`config.mk`:
```
export PLATFORM = sky130hd
export DESIGN_NAME = tco_top
export DESIGN_NICKNAME = d
export VERILOG_FILES = /design/src/shared/tco_pkg.sv /design/src/rtl/tco_div.sv /design/src/rtl/tco_top.sv
export SDC_FILE = /design/constraint.sdc
export NUM_CORES = 1
export LEC_CHECK = 0
export ABC_AREA = 1
export CORE_ASPECT_RATIO = 1.5
export CORE_MARGIN = 2
export CORE_UTILIZATION = 49
export CTS_CLUSTER_DIAMETER = 40
export DETAILED_ROUTE_END_ITERATION = 6
export DONT_BUFFER_PORTS = 1
export PLACE_DENSITY_LB_ADDON = 0.05
export SYNTH_ARGS = -nofsm -noshare
export SYNTH_HDL_FRONTEND = slang
export SYNTH_SLANG_ARGS = --single-unit
```
`constraint.sdc`:
```
create_clock -name CLK_IN -period 2.65 [get_ports CLK_IN]
set_clock_uncertainty 0.1 [all_clocks]
set_input_delay 0.53 -clock CLK_IN [delete_from_list [all_inputs] [get_ports CLK_IN]]
set_output_delay 0.53 -clock CLK_IN [all_outputs]
set_load 0.05 [all_outputs]
```
`src/shared/tco_pkg.sv`:
```
// Constants for the timer clock selection, interval timer and oscillator trim block
package tco_pkg;

    // Register offsets (byte addresses on the plain register port)
    localparam logic [7:0] TCO_OFS_TMR_CFG = 8'h31;
    localparam logic [7:0] TCO_OFS_CLK_IO = 8'h32;
    localparam logic [7:0] TCO_OFS_IOSC_TRIM = 8'h34;
    localparam logic [7:0] TCO_OFS_CRYSTAL_OSCILLATOR_TRIM = 8'h35;
    localparam logic [7:0] TCO_OFS_LPOSC_TRIM = 8'h36;
    localparam logic [7:0] TCO_OFS_RELOAD_LO = 8'h40;
    localparam logic [7:0] TCO_OFS_RELOAD_HI = 8'h41;
    localparam logic [7:0] TCO_OFS_COUNT_LO = 8'h42;
    localparam logic [7:0] TCO_OFS_COUNT_HI = 8'h43;

    // Reset values
    localparam logic [7:0] TCO_TMR_CFG_RST = 8'h8F;
    localparam logic [7:0] TCO_CLK_IO_RST = 8'h00;
    localparam logic [7:0] TCO_TRIM_RST = 8'h00;
    localparam logic [11:0] TCO_RELOAD_RST = 12'h03FF;
    localparam logic [11:0] TCO_COUNT_RST = 12'h0000;

    // Timer clock configuration fields
    localparam int TCO_ISEL_LSB = 0;
    localparam int TCO_IDIV_LSB = 2;
    localparam int TCO_CSEL_LSB = 4;
    localparam int TCO_CDIV_LSB = 6;

    // Clock I/O configuration fields
    localparam int TCO_CRYSTAL_OSCILLATOR_EN_BIT = 3;
    localparam logic [7:0] TCO_CLK_IO_MASK = 8'h1F;

    // Internal oscillator trim fields
    localparam int TCO_GAIN_LSB = 0;
    localparam int TCO_FOFS_LSB = 5;

    // Crystal oscillator trim fields; bits 7:5 and 1 read zero
    localparam int TCO_XMODE_BIT = 0;
    localparam int TCO_XGM_LSB = 2;
    localparam logic [7:0] TCO_CRYSTAL_OSCILLATOR_MASK = 8'h1D;

    // Low-power oscillator trim fields; bit 6 reads zero
    localparam int TCO_LFREQ_LSB = 0;
    localparam int TCO_LBIAS_LSB = 4;
    localparam int TCO_LLP_BIT = 7;
    localparam logic [7:0] TCO_LPOSC_MASK = 8'hBF;
    localparam logic [1:0] TCO_LBIAS_BAD = 2'b10;

    // Source codes
    typedef enum logic [1:0] {
        TCO_SRC_INT24 = 2'b00,
        TCO_SRC_EXT = 2'b01,
        TCO_SRC_LP32 = 2'b10,
        TCO_SRC_ALT = 2'b11
    } tco_src_t;

    // Clock source indices into the sampled source vector
    localparam int TCO_NSRC = 4;
    localparam int TCO_I_INT24 = 0;
    localparam int TCO_I_XTAL = 1;
    localparam int TCO_I_PIN = 2;
    localparam int TCO_I_LP32 = 3;

    // Divider counter width
    localparam int TCO_DIVW = 4;

endpackage

```
`src/rtl/tco_div.sv`:
```
// Tick-enable divider: one output tick per 'divisor' input ticks
`timescale 1ns/100ps
module tco_div (
    input wire logic clk_in,
    input wire logic reset_in,
    input wire logic tick_in,
    input wire logic [tco_pkg::TCO_DIVW-1:0] divisor_in,
    output logic tick_out
);
    import tco_pkg::*;

    logic [TCO_DIVW-1:0] cnt_q;
    logic last;

    // Last input tick of a period; divisor 1 passes every tick
    assign last = (cnt_q >= divisor_in - 4'h1);

    // Count input ticks; a divisor change applies at once to the period already running
    always_ff @(posedge clk_in) begin
        if (reset_in) begin
            cnt_q <= '0;
        end else if (tick_in) begin
            if (last) begin
                cnt_q <= '0;
            end else begin
                cnt_q <= cnt_q + 4'h1;
            end
        end
    end

    // Registered tick so downstream logic sees a clean pulse
    always_ff @(posedge clk_in) begin
        if (reset_in) begin
            tick_out <= 1'b0;
        end else begin
            tick_out <= tick_in & last;
        end
    end

endmodule // tco_div

```
`src/rtl/tco_top.sv`:
```
// Timer clock selection, prescalers, interval timer and oscillator trim registers
//
// Design decision made here: strobed register access.
`timescale 1ns/100ps

//
// Operation
// RULE1: interval source 00 int24, 01 ext, 10 lp32, 11 capture
// RULE2: interval prescaler codes give divide 1 to 4
// RULE3: capture prescaler codes give divide 2,4,6,8
// RULE4: capture source 00/01/10, code 11 disables it
// RULE5: external source is crystal if enabled, else pin
// RULE6: twelve-bit down counter clocked by interval ticks
// RULE7: tick after zero loads reload, no decrement
// RULE8: interrupt request on every reload
// RULE9: reload readable and writable while counter runs
// RULE10: terminal count copies reload value into counter
// RULE11: firmware switches sources only while both run
// RULE12: interval period scales with capture clock rate
// RULE13: fine offset bits add 7.5, 15, 30 kHz
// RULE14: five-bit gain sets offset step size
// RULE15: trim registers loaded by boot ROM values
// RULE16: transconductance 001 for 6 MHz, 011 for 12
// RULE17: crystal mode bit: oscillator or maximum bias test
// RULE18: low-power bit puts 32 kHz oscillator low-power
// RULE19: bias trim 00 mid, 01 high, 10 forbidden
// RULE20: four-bit frequency trim for 32 kHz oscillator
// RULE21: crystal enable bit, else clock from input pin
// RULE22: timer clock configuration resets to 0x8F
// RULE23: reload staged, committed on final byte write
module tco_top (
    input wire logic CLK_IN,
    input wire logic RESET_IN,
    // Plain register port
    input wire logic [7:0] ADDR_IN,
    input wire logic [7:0] WDATA_IN,
    input wire logic WR_IN,
    input wire logic RD_IN,
    output logic [7:0] RDATA_OUT,
    // Raw oscillator clocks, sampled as plain inputs
    input wire logic INT24_OSC_IN,
    input wire logic XTAL_OSC_IN,
    input wire logic EXT_CLOCK_PIN_IN,
    input wire logic LP32_OSC_IN,
    // Timer tick and interrupt outputs
    output logic CAPTURE_TICK_OUT,
    output logic INTERVAL_TICK_OUT,
    output logic INTERVAL_IRQ_OUT,
    // Oscillator control outputs
    output logic XTAL_ENABLE_OUT,
    output logic [2:0] IOSC_FOFFSET_OUT,
    output logic [4:0] IOSC_GAIN_OUT,
    output logic [2:0] XTAL_GM_OUT,
    output logic XTAL_TEST_MODE_OUT,
    output logic LPOSC_LOW_POWER_OUT,
    output logic [1:0] LPOSC_BIAS_OUT,
    output logic [3:0] LPOSC_FREQ_OUT
);
    import tco_pkg::*;

    // Register state
    logic [7:0] tmr_cfg_q;
    logic [7:0] clk_io_q;
    logic [7:0] iosc_trim_q;
    logic [7:0] crystal_oscillator_trim_q;
    logic [7:0] lposc_trim_q;
    logic [7:0] reload_stage_q;
    logic [11:0] reload_q;
    logic [11:0] count_q;
    logic [7:0] rdata_q;
    logic irq_q;

    // Source sampling
    logic [TCO_NSRC-1:0] raw_src;
    logic [TCO_NSRC-1:0] src_tick;

    // Clock chain
    tco_src_t isel;
    tco_src_t csel;
    logic [1:0] idiv_code;
    logic [1:0] cdiv_code;
    logic ext_tick;
    logic cap_src_tick;
    logic cap_tick;
    logic int_src_tick;
    logic int_tick;
    logic [TCO_DIVW-1:0] cap_divisor;
    logic [TCO_DIVW-1:0] int_divisor;

    // Bus decode
    logic wr_cfg;
    logic wr_clk_io;
    logic wr_iosc;
    logic wr_crystal_oscillator;
    logic wr_lposc;
    logic wr_rel_lo;
    logic wr_rel_hi;
    logic [1:0] bias_d;

    assign raw_src[TCO_I_INT24] = INT24_OSC_IN;
    assign raw_src[TCO_I_XTAL] = XTAL_OSC_IN;
    assign raw_src[TCO_I_PIN] = EXT_CLOCK_PIN_IN;
    assign raw_src[TCO_I_LP32] = LP32_OSC_IN;

    // Each source is synchronised, then rising edges become one-cycle ticks.
    // A source close to or above half of CLK_IN will alias; the timers only
    // see the edges this clock can resolve.
    generate
        for (genvar g = 0; g < TCO_NSRC; g++) begin : g_src
            logic meta_q;
            logic sync_q;
            logic prev_q;

            always_ff @(posedge CLK_IN) begin
                if (RESET_IN) begin
                    meta_q <= 1'b0;
                    sync_q <= 1'b0;
                    prev_q <= 1'b0;
                end else begin
                    meta_q <= raw_src[g];
                    sync_q <= meta_q;
                    prev_q <= sync_q;
                end
            end

            assign src_tick[g] = sync_q & ~prev_q;
        end
    endgenerate

    // Field extraction from the timer clock configuration
    assign isel = tco_src_t'(tmr_cfg_q[TCO_ISEL_LSB +: 2]);
    assign idiv_code = tmr_cfg_q[TCO_IDIV_LSB +: 2];
    assign csel = tco_src_t'(tmr_cfg_q[TCO_CSEL_LSB +: 2]);
    assign cdiv_code = tmr_cfg_q[TCO_CDIV_LSB +: 2];

    // External source: crystal when enabled, otherwise the input pin
    assign ext_tick = clk_io_q[TCO_CRYSTAL_OSCILLATOR_EN_BIT]
                      ? src_tick[TCO_I_XTAL]
                      : src_tick[TCO_I_PIN]; // see RULE5 see RULE21

    // Capture source select; code 11 stops the capture clock
    always_comb begin
        case (csel)
            TCO_SRC_INT24: cap_src_tick = src_tick[TCO_I_INT24]; // see RULE4
            TCO_SRC_EXT: cap_src_tick = ext_tick;
            TCO_SRC_LP32: cap_src_tick = src_tick[TCO_I_LP32];
            TCO_SRC_ALT: cap_src_tick = 1'b0; // see RULE4
            default: cap_src_tick = 1'b0;
        endcase
    end

    // Capture divisor 2*(code+1): 2, 4, 6, 8
    assign cap_divisor = {1'b0, cdiv_code, 1'b0} + 4'h2; // see RULE3

    tco_div u_cap_div (
        .clk_in(CLK_IN),
        .reset_in(RESET_IN),
        .tick_in(cap_src_tick),
        .divisor_in(cap_divisor),
        .tick_out(cap_tick)
    );

    // Interval source select; code 11 follows the capture clock, so the
    // interval period scales with any change of the capture rate
    always_comb begin
        case (isel)
            TCO_SRC_INT24: int_src_tick = src_tick[TCO_I_INT24]; // see RULE1
            TCO_SRC_EXT: int_src_tick = ext_tick;
            TCO_SRC_LP32: int_src_tick = src_tick[TCO_I_LP32];
            TCO_SRC_ALT: int_src_tick = cap_tick; // see RULE1 see RULE12
            default: int_src_tick = 1'b0;
        endcase
    end

    // Interval divisor code+1: 1, 2, 3, 4
    assign int_divisor = {2'b00, idiv_code} + 4'h1; // see RULE2

    tco_div u_int_div (
        .clk_in(CLK_IN),
        .reset_in(RESET_IN),
        .tick_in(int_src_tick),
        .divisor_in(int_divisor),
        .tick_out(int_tick)
    );

    // Write decode
    assign wr_cfg = WR_IN & (ADDR_IN == TCO_OFS_TMR_CFG);
    assign wr_clk_io = WR_IN & (ADDR_IN == TCO_OFS_CLK_IO);
    assign wr_iosc = WR_IN & (ADDR_IN == TCO_OFS_IOSC_TRIM);
    assign wr_crystal_oscillator = WR_IN & (ADDR_IN == TCO_OFS_CRYSTAL_OSCILLATOR_TRIM);
    assign wr_lposc = WR_IN & (ADDR_IN == TCO_OFS_LPOSC_TRIM);
    assign wr_rel_lo = WR_IN & (ADDR_IN == TCO_OFS_RELOAD_LO);
    assign wr_rel_hi = WR_IN & (ADDR_IN == TCO_OFS_RELOAD_HI);

    // Timer clock configuration; default is 24 MHz / 6 / 4
    always_ff @(posedge CLK_IN) begin
        if (RESET_IN) begin
            tmr_cfg_q <= TCO_TMR_CFG_RST; // see RULE22
        end else if (wr_cfg) begin
            // Glitch-free switching is left to firmware keeping both clocks alive
            tmr_cfg_q <= WDATA_IN; // see RULE11
        end
    end

    // Clock I/O configuration; only the crystal enable is used here
    always_ff @(posedge CLK_IN) begin
        if (RESET_IN) begin
            clk_io_q <= TCO_CLK_IO_RST;
        end else if (wr_clk_io) begin
            clk_io_q <= WDATA_IN & TCO_CLK_IO_MASK; // see RULE21
        end
    end

    // Internal oscillator trim, written by the boot loader after reset
    always_ff @(posedge CLK_IN) begin
        if (RESET_IN) begin
            iosc_trim_q <= TCO_TRIM_RST; // see RULE15
        end else if (wr_iosc) begin
            iosc_trim_q <= WDATA_IN; // see RULE13 see RULE14
        end
    end

    // Crystal trim; reserved bits are never stored
    always_ff @(posedge CLK_IN) begin
        if (RESET_IN) begin
            crystal_oscillator_trim_q <= TCO_TRIM_RST; // see RULE15
        end else if (wr_crystal_oscillator) begin
            crystal_oscillator_trim_q <= WDATA_IN & TCO_CRYSTAL_OSCILLATOR_MASK; // see RULE17
        end
    end

    // The bias code 10 can stop oscillation, so a write of it keeps the
    // previous bias rather than risk losing the clock
    assign bias_d = (WDATA_IN[TCO_LBIAS_LSB +: 2] == TCO_LBIAS_BAD)
                    ? lposc_trim_q[TCO_LBIAS_LSB +: 2]
                    : WDATA_IN[TCO_LBIAS_LSB +: 2]; // see RULE19

    // Low-power oscillator trim
    always_ff @(posedge CLK_IN) begin
        if (RESET_IN) begin
            lposc_trim_q <= TCO_TRIM_RST; // see RULE15
        end else if (wr_lposc) begin
            lposc_trim_q[TCO_LLP_BIT] <= WDATA_IN[TCO_LLP_BIT]; // see RULE18
            lposc_trim_q[6] <= 1'b0;
            lposc_trim_q[TCO_LBIAS_LSB +: 2] <= bias_d;
            lposc_trim_q[TCO_LFREQ_LSB +: 4] <= WDATA_IN[TCO_LFREQ_LSB +: 4]; // see RULE20
        end
    end

    // Low byte only stages; the counter never sees a half-written value
    always_ff @(posedge CLK_IN) begin
        if (RESET_IN) begin
            reload_stage_q <= TCO_RELOAD_RST[7:0];
        end else if (wr_rel_lo) begin
            reload_stage_q <= WDATA_IN; // see RULE23
        end
    end

    // High nibble write commits both halves at once
    always_ff @(posedge CLK_IN) begin
        if (RESET_IN) begin
            reload_q <= TCO_RELOAD_RST;
        end else if (wr_rel_hi) begin
            reload_q <= {WDATA_IN[3:0], reload_stage_q}; // see RULE23 see RULE9
        end
    end

    // Interval down counter: a tick at zero is spent reloading
    always_ff @(posedge CLK_IN) begin
        if (RESET_IN) begin
            count_q <= TCO_COUNT_RST;
        end else if (int_tick) begin
            if (count_q == 12'h000) begin
                count_q <= reload_q; // see RULE7 see RULE10
            end else begin
                count_q <= count_q - 12'h001; // see RULE6
            end
        end
    end

    // One-cycle interrupt pulse on each reload
    always_ff @(posedge CLK_IN) begin
        if (RESET_IN) begin
            irq_q <= 1'b0;
        end else begin
            irq_q <= int_tick & (count_q == 12'h000); // see RULE8
        end
    end

    // Read mux, registered: data stand in the cycle after the strobe
    always_ff @(posedge CLK_IN) begin
        if (RESET_IN) begin
            rdata_q <= 8'h00;
        end else if (RD_IN) begin
            case (ADDR_IN)
                TCO_OFS_TMR_CFG: rdata_q <= tmr_cfg_q;
                TCO_OFS_CLK_IO: rdata_q <= clk_io_q;
                TCO_OFS_IOSC_TRIM: rdata_q <= iosc_trim_q;
                TCO_OFS_CRYSTAL_OSCILLATOR_TRIM: rdata_q <= crystal_oscillator_trim_q;
                TCO_OFS_LPOSC_TRIM: rdata_q <= lposc_trim_q;
                TCO_OFS_RELOAD_LO: rdata_q <= reload_q[7:0]; // see RULE9
                TCO_OFS_RELOAD_HI: rdata_q <= {4'h0, reload_q[11:8]};
                TCO_OFS_COUNT_LO: rdata_q <= count_q[7:0];
                TCO_OFS_COUNT_HI: rdata_q <= {4'h0, count_q[11:8]};
                default: rdata_q <= 8'h00;
            endcase
        end else begin
            rdata_q <= 8'h00;
        end
    end

    // Outputs
    assign RDATA_OUT = rdata_q;
    assign CAPTURE_TICK_OUT = cap_tick;
    assign INTERVAL_TICK_OUT = int_tick;
    assign INTERVAL_IRQ_OUT = irq_q;
    assign XTAL_ENABLE_OUT = clk_io_q[TCO_CRYSTAL_OSCILLATOR_EN_BIT];

    // Trim fields drive the analog oscillators directly
    assign IOSC_FOFFSET_OUT = iosc_trim_q[TCO_FOFS_LSB +: 3]; // see RULE13
    assign IOSC_GAIN_OUT = iosc_trim_q[TCO_GAIN_LSB +: 5]; // see RULE14
    assign XTAL_GM_OUT = crystal_oscillator_trim_q[TCO_XGM_LSB +: 3]; // see RULE16
    assign XTAL_TEST_MODE_OUT = crystal_oscillator_trim_q[TCO_XMODE_BIT]; // see RULE17
    assign LPOSC_LOW_POWER_OUT = lposc_trim_q[TCO_LLP_BIT]; // see RULE18
    assign LPOSC_BIAS_OUT = lposc_trim_q[TCO_LBIAS_LSB +: 2];
    assign LPOSC_FREQ_OUT = lposc_trim_q[TCO_LFREQ_LSB +: 4];

endmodule // tco_top

```
==> flow_summary_export.csv <==
group,metric,value,unit
setup_path,worstPathRequired,2.02,ns
setup_path,start_kind,"flip-flop",
finish,nets,671,
hold_path,hold_path_depth,1,
finish,nFillCells,953,
route,drt_iter0_drc,248,
setup_path,r2r-start,"count_q[1]",
global_routing,grtUsageTotal,24.8,%
floorplan,pin_count,55,
setup_path,r2r-end,"count_q[1]",
sta,period_needed,1.94,ns
hold_path,hp-start,"RESET_IN",
logic_synthesis,synth_fp_nets,676,
finish,final_cell_count_no_fill,753,
flow_run,maxCapViolations,0,
logic_synthesis,synth_flop_cell,"dfxtp_1",
logic_synthesis,syn_avg_cell_area,7.23,µm²
placed_design,gp_congestion,0.879,
setup_path,slowest_delay,0.67,ns
global_routing,antenna_found_initial,0,
clock_network,clk_pin_slew_worst_paths,0.07,ns
route,viasPerCell,5.36,
pwr,switching_share,22.7,%
outcome,outcome,"finished, final reports clean",
logic_synthesis,async_flop_share,0,%
setup_path,cp_top_family,"flip-flops",
global_routing,grt-ovfl-total,0,
placed_design,dp_hpwl,9610,µm
pwr,seq_power_share,53.6,%
logic_synthesis,yosysSeqAreaShare,40.8,%
global_routing,grt_pass1_vias,3856,
route,drt_pre_antenna_iters,4,
floorplan,design.core.area,9250,µm²
clock_network,cts_resized,0,
sta,rsz0062_at_grt,"false",
floorplan,dieArea,10300,µm²
finish,final_cell_area,4960,µm²
setup_path,critPathKind,"reg -> out",
placed_design,dpl-instance-area,4700,µm²
route,routed_wl,12300,µm
placed_design,port_buffers,0,
floorplan,fp.dieH,123,µm
logic_synthesis,synth_warnings,0,
setup_path,timing.critical_path.buf_inv,1,
setup_path,crit_start,"u_int_div.tick_out",
hold_path,whs_endpoint,"count_q[3]",
clock_network,cts_hold_buf,0,
setup_path,crit_chain,"buf_4",
logic_synthesis,synth_seq_cells,95,
setup_path,crit_fanout,15,
pwr,clock_power_share,42.6,%
global_routing,grt_max_degree,35,
sta,finalHoldViolCount,0,
logic_synthesis,ys_types,37,
sta,fin_setup_tns,0,ns
pwr,comb_power_share,3.8,%
clock_network,cts.sink_count,95,
sta,tightest_slew,0.580,ns
pwr,vdd_drop_max,0.323,mV
route,postRouteAntennaNets,0,
clock_network,clock_latency,0.34,ns
route,route.vias.total,4039,
finish,syn2layout_area_growth,6.45,%
floorplan,start_util,50.3,%
pwr,power,2.70,mW
pwr,power_density,545,nW/µm²
setup_path,cp_data_arrival_time,1.31,ns
logic_synthesis,synth-edff-count,0,
pwr,p_leak,2.34,nW
clock_network,cts_buffers,9,
global_routing,grt_pass1_wl,20000,µm
clock_network,cts_setup_buffers,0,
setup_path,r2r_slack,0.86,ns
floorplan,rows,43,
sta,relSlewSlack,61.3,%
placed_design,placed_cells,740,
clock_network,clk_path_buf_depth,2,
pwr,power_switching,0.614,mW
logic_synthesis,syn_inst,644,
sta,clock.fmax,516,MHz
sta,holdWs,0.139,ns
logic_synthesis,syn_area,4660,µm²
setup_path,cp_slowest_cell,"dfxtp_1",
route,drt-wirelength-per-cell,16.4,µm
sta,slew_viol_final,0,
floorplan,die-width,83.6,µm
setup_path,crit_path_end_kind,"output port",
finish,drive_gt1_share,11.9,%
route,drc,0,
hold_path,hold_class,"in -> reg",
sta,finalCritPeriodShare,73.1,%
sta,finalSetupViolCount,0,
clock_network,cts_max_level,3,
clock_network,cts_root_buf,"clkbuf_16",
finish,multi_input_area,2280,µm²
finish,diodes,0,
pwr,internal_power,2.09,mW
clock_network,cts_tree,"yes",
finish,seq_area,1900,µm²
setup_path,rr_worst_depth,9,
cells in the mapped netlist (all sizes together) (3+ instances only):
library cell	number	area share, %
nand2	135	12
dfxtp	95	41
inv	90	7.3
nand3	86	10
nor2	75	8.1
a21oi	53	5.9
o21ai	53	5.8
buf	12	2.0
clkbuf	9	0.73
ha	8	2.2
nor3	8	0.97
o211ai	6	1.4
nand4	4	0.67
nand3b	3	0.48
placed cells by master (no fill, tap or decap), types with 9 or more instances in the layout:
cell and count:
inv_2 14, nand2_1 120, nor2_1 64, clkbuf_16 9
a21oi_1 51, nand3_1 79, inv_1 76, o21ai_0 49
nand2_2 10, dfxtp_1 95
power groups by stage:
stage | Combinational [mW] | Sequential [mW] | Clock, mW
final | 0.102 | 1.45 | 1.15
after global routing | 0.115 | 1.45 | 1.23
after CTS | 0.102 | 1.45 | 1.17
after detailed placement | 0.102 | 1.48 | 0
after global placement | 0.101 | 1.48 | 0
after floorplan | 0.0913 | 1.48 | 0
worst max-delay path by stage:
stage / end / cells after the start
2_1_floorplan: u_int_div.cnt_q[1] / 7
3_3_place_gp: RDATA_OUT[5] / 7
3_5_place_dp: RDATA_OUT[5] / 7
4_1_cts: INTERVAL_TICK_OUT / 1
5_1_grt: INTERVAL_TICK_OUT / 1
6_report: INTERVAL_TICK_OUT / 1
per-layer routing:
metal  part of all wire, %  wire, µm  vias up  GRT usage (%)
li1                      -         -     2074              -
met1                    41      5010     1874           28.2
met2                    54      6640       71           46.3
met3                   3.9       476       20           4.81
met4                   1.7       212        0           8.27
met5                     0         0        -              0
state kept, by name, summed over array words and instances, names as in the netlist:
name	flops
INTERVAL_IRQ_OUT	1
RDATA_OUT	8
clk_io_q	5
count_q	12
crystal_oscillator_trim_q	4
g_src.meta_q	4
g_src.prev_q	4
g_src.sync_q	4
iosc_trim_q	8
lposc_trim_q	7
reload_q	12
reload_stage_q	8
tmr_cfg_q	8
u_cap_div.cnt_q	4
u_cap_div.tick_out	1
u_int_div.cnt_q	4
u_int_div.tick_out	1
cell type report:
class	count	area share (%)
Multi-Input combinational cell	437	46.1
Sequential cell	95	38.4
Inverter	91	6.89
Clock buffer	9	4.54
Tap cell	112	2.83
Timing Repair Buffer	5	0.757
Clock inverter	4	0.530
per-stage QoR:
step	util, %	worst slack [ns]
finish	53.6	0.712
floorplan	-	0.996
CTS	53.6	0.694
detailed placement	50.8	0.684
global placement	50.8	0.642
global route	53.6	0.634
logic make-up (layout without fill, tap and decap cells):
logic type / count (synthesis) / after routing / synth area share (%)
AND/OR/NAND/NOR: 315 / 315 / 33.3
AO/OA/AOI/OAI: 114 / 114 / 13.6
buffers and inverters: 112 / 109 / 10.1
flip-flops: 95 / 95 / 40.8
adder cells (fa/ha/maj): 8 / 8 / 2.15
No activity file was read; power rests on OpenSTA's default activity.
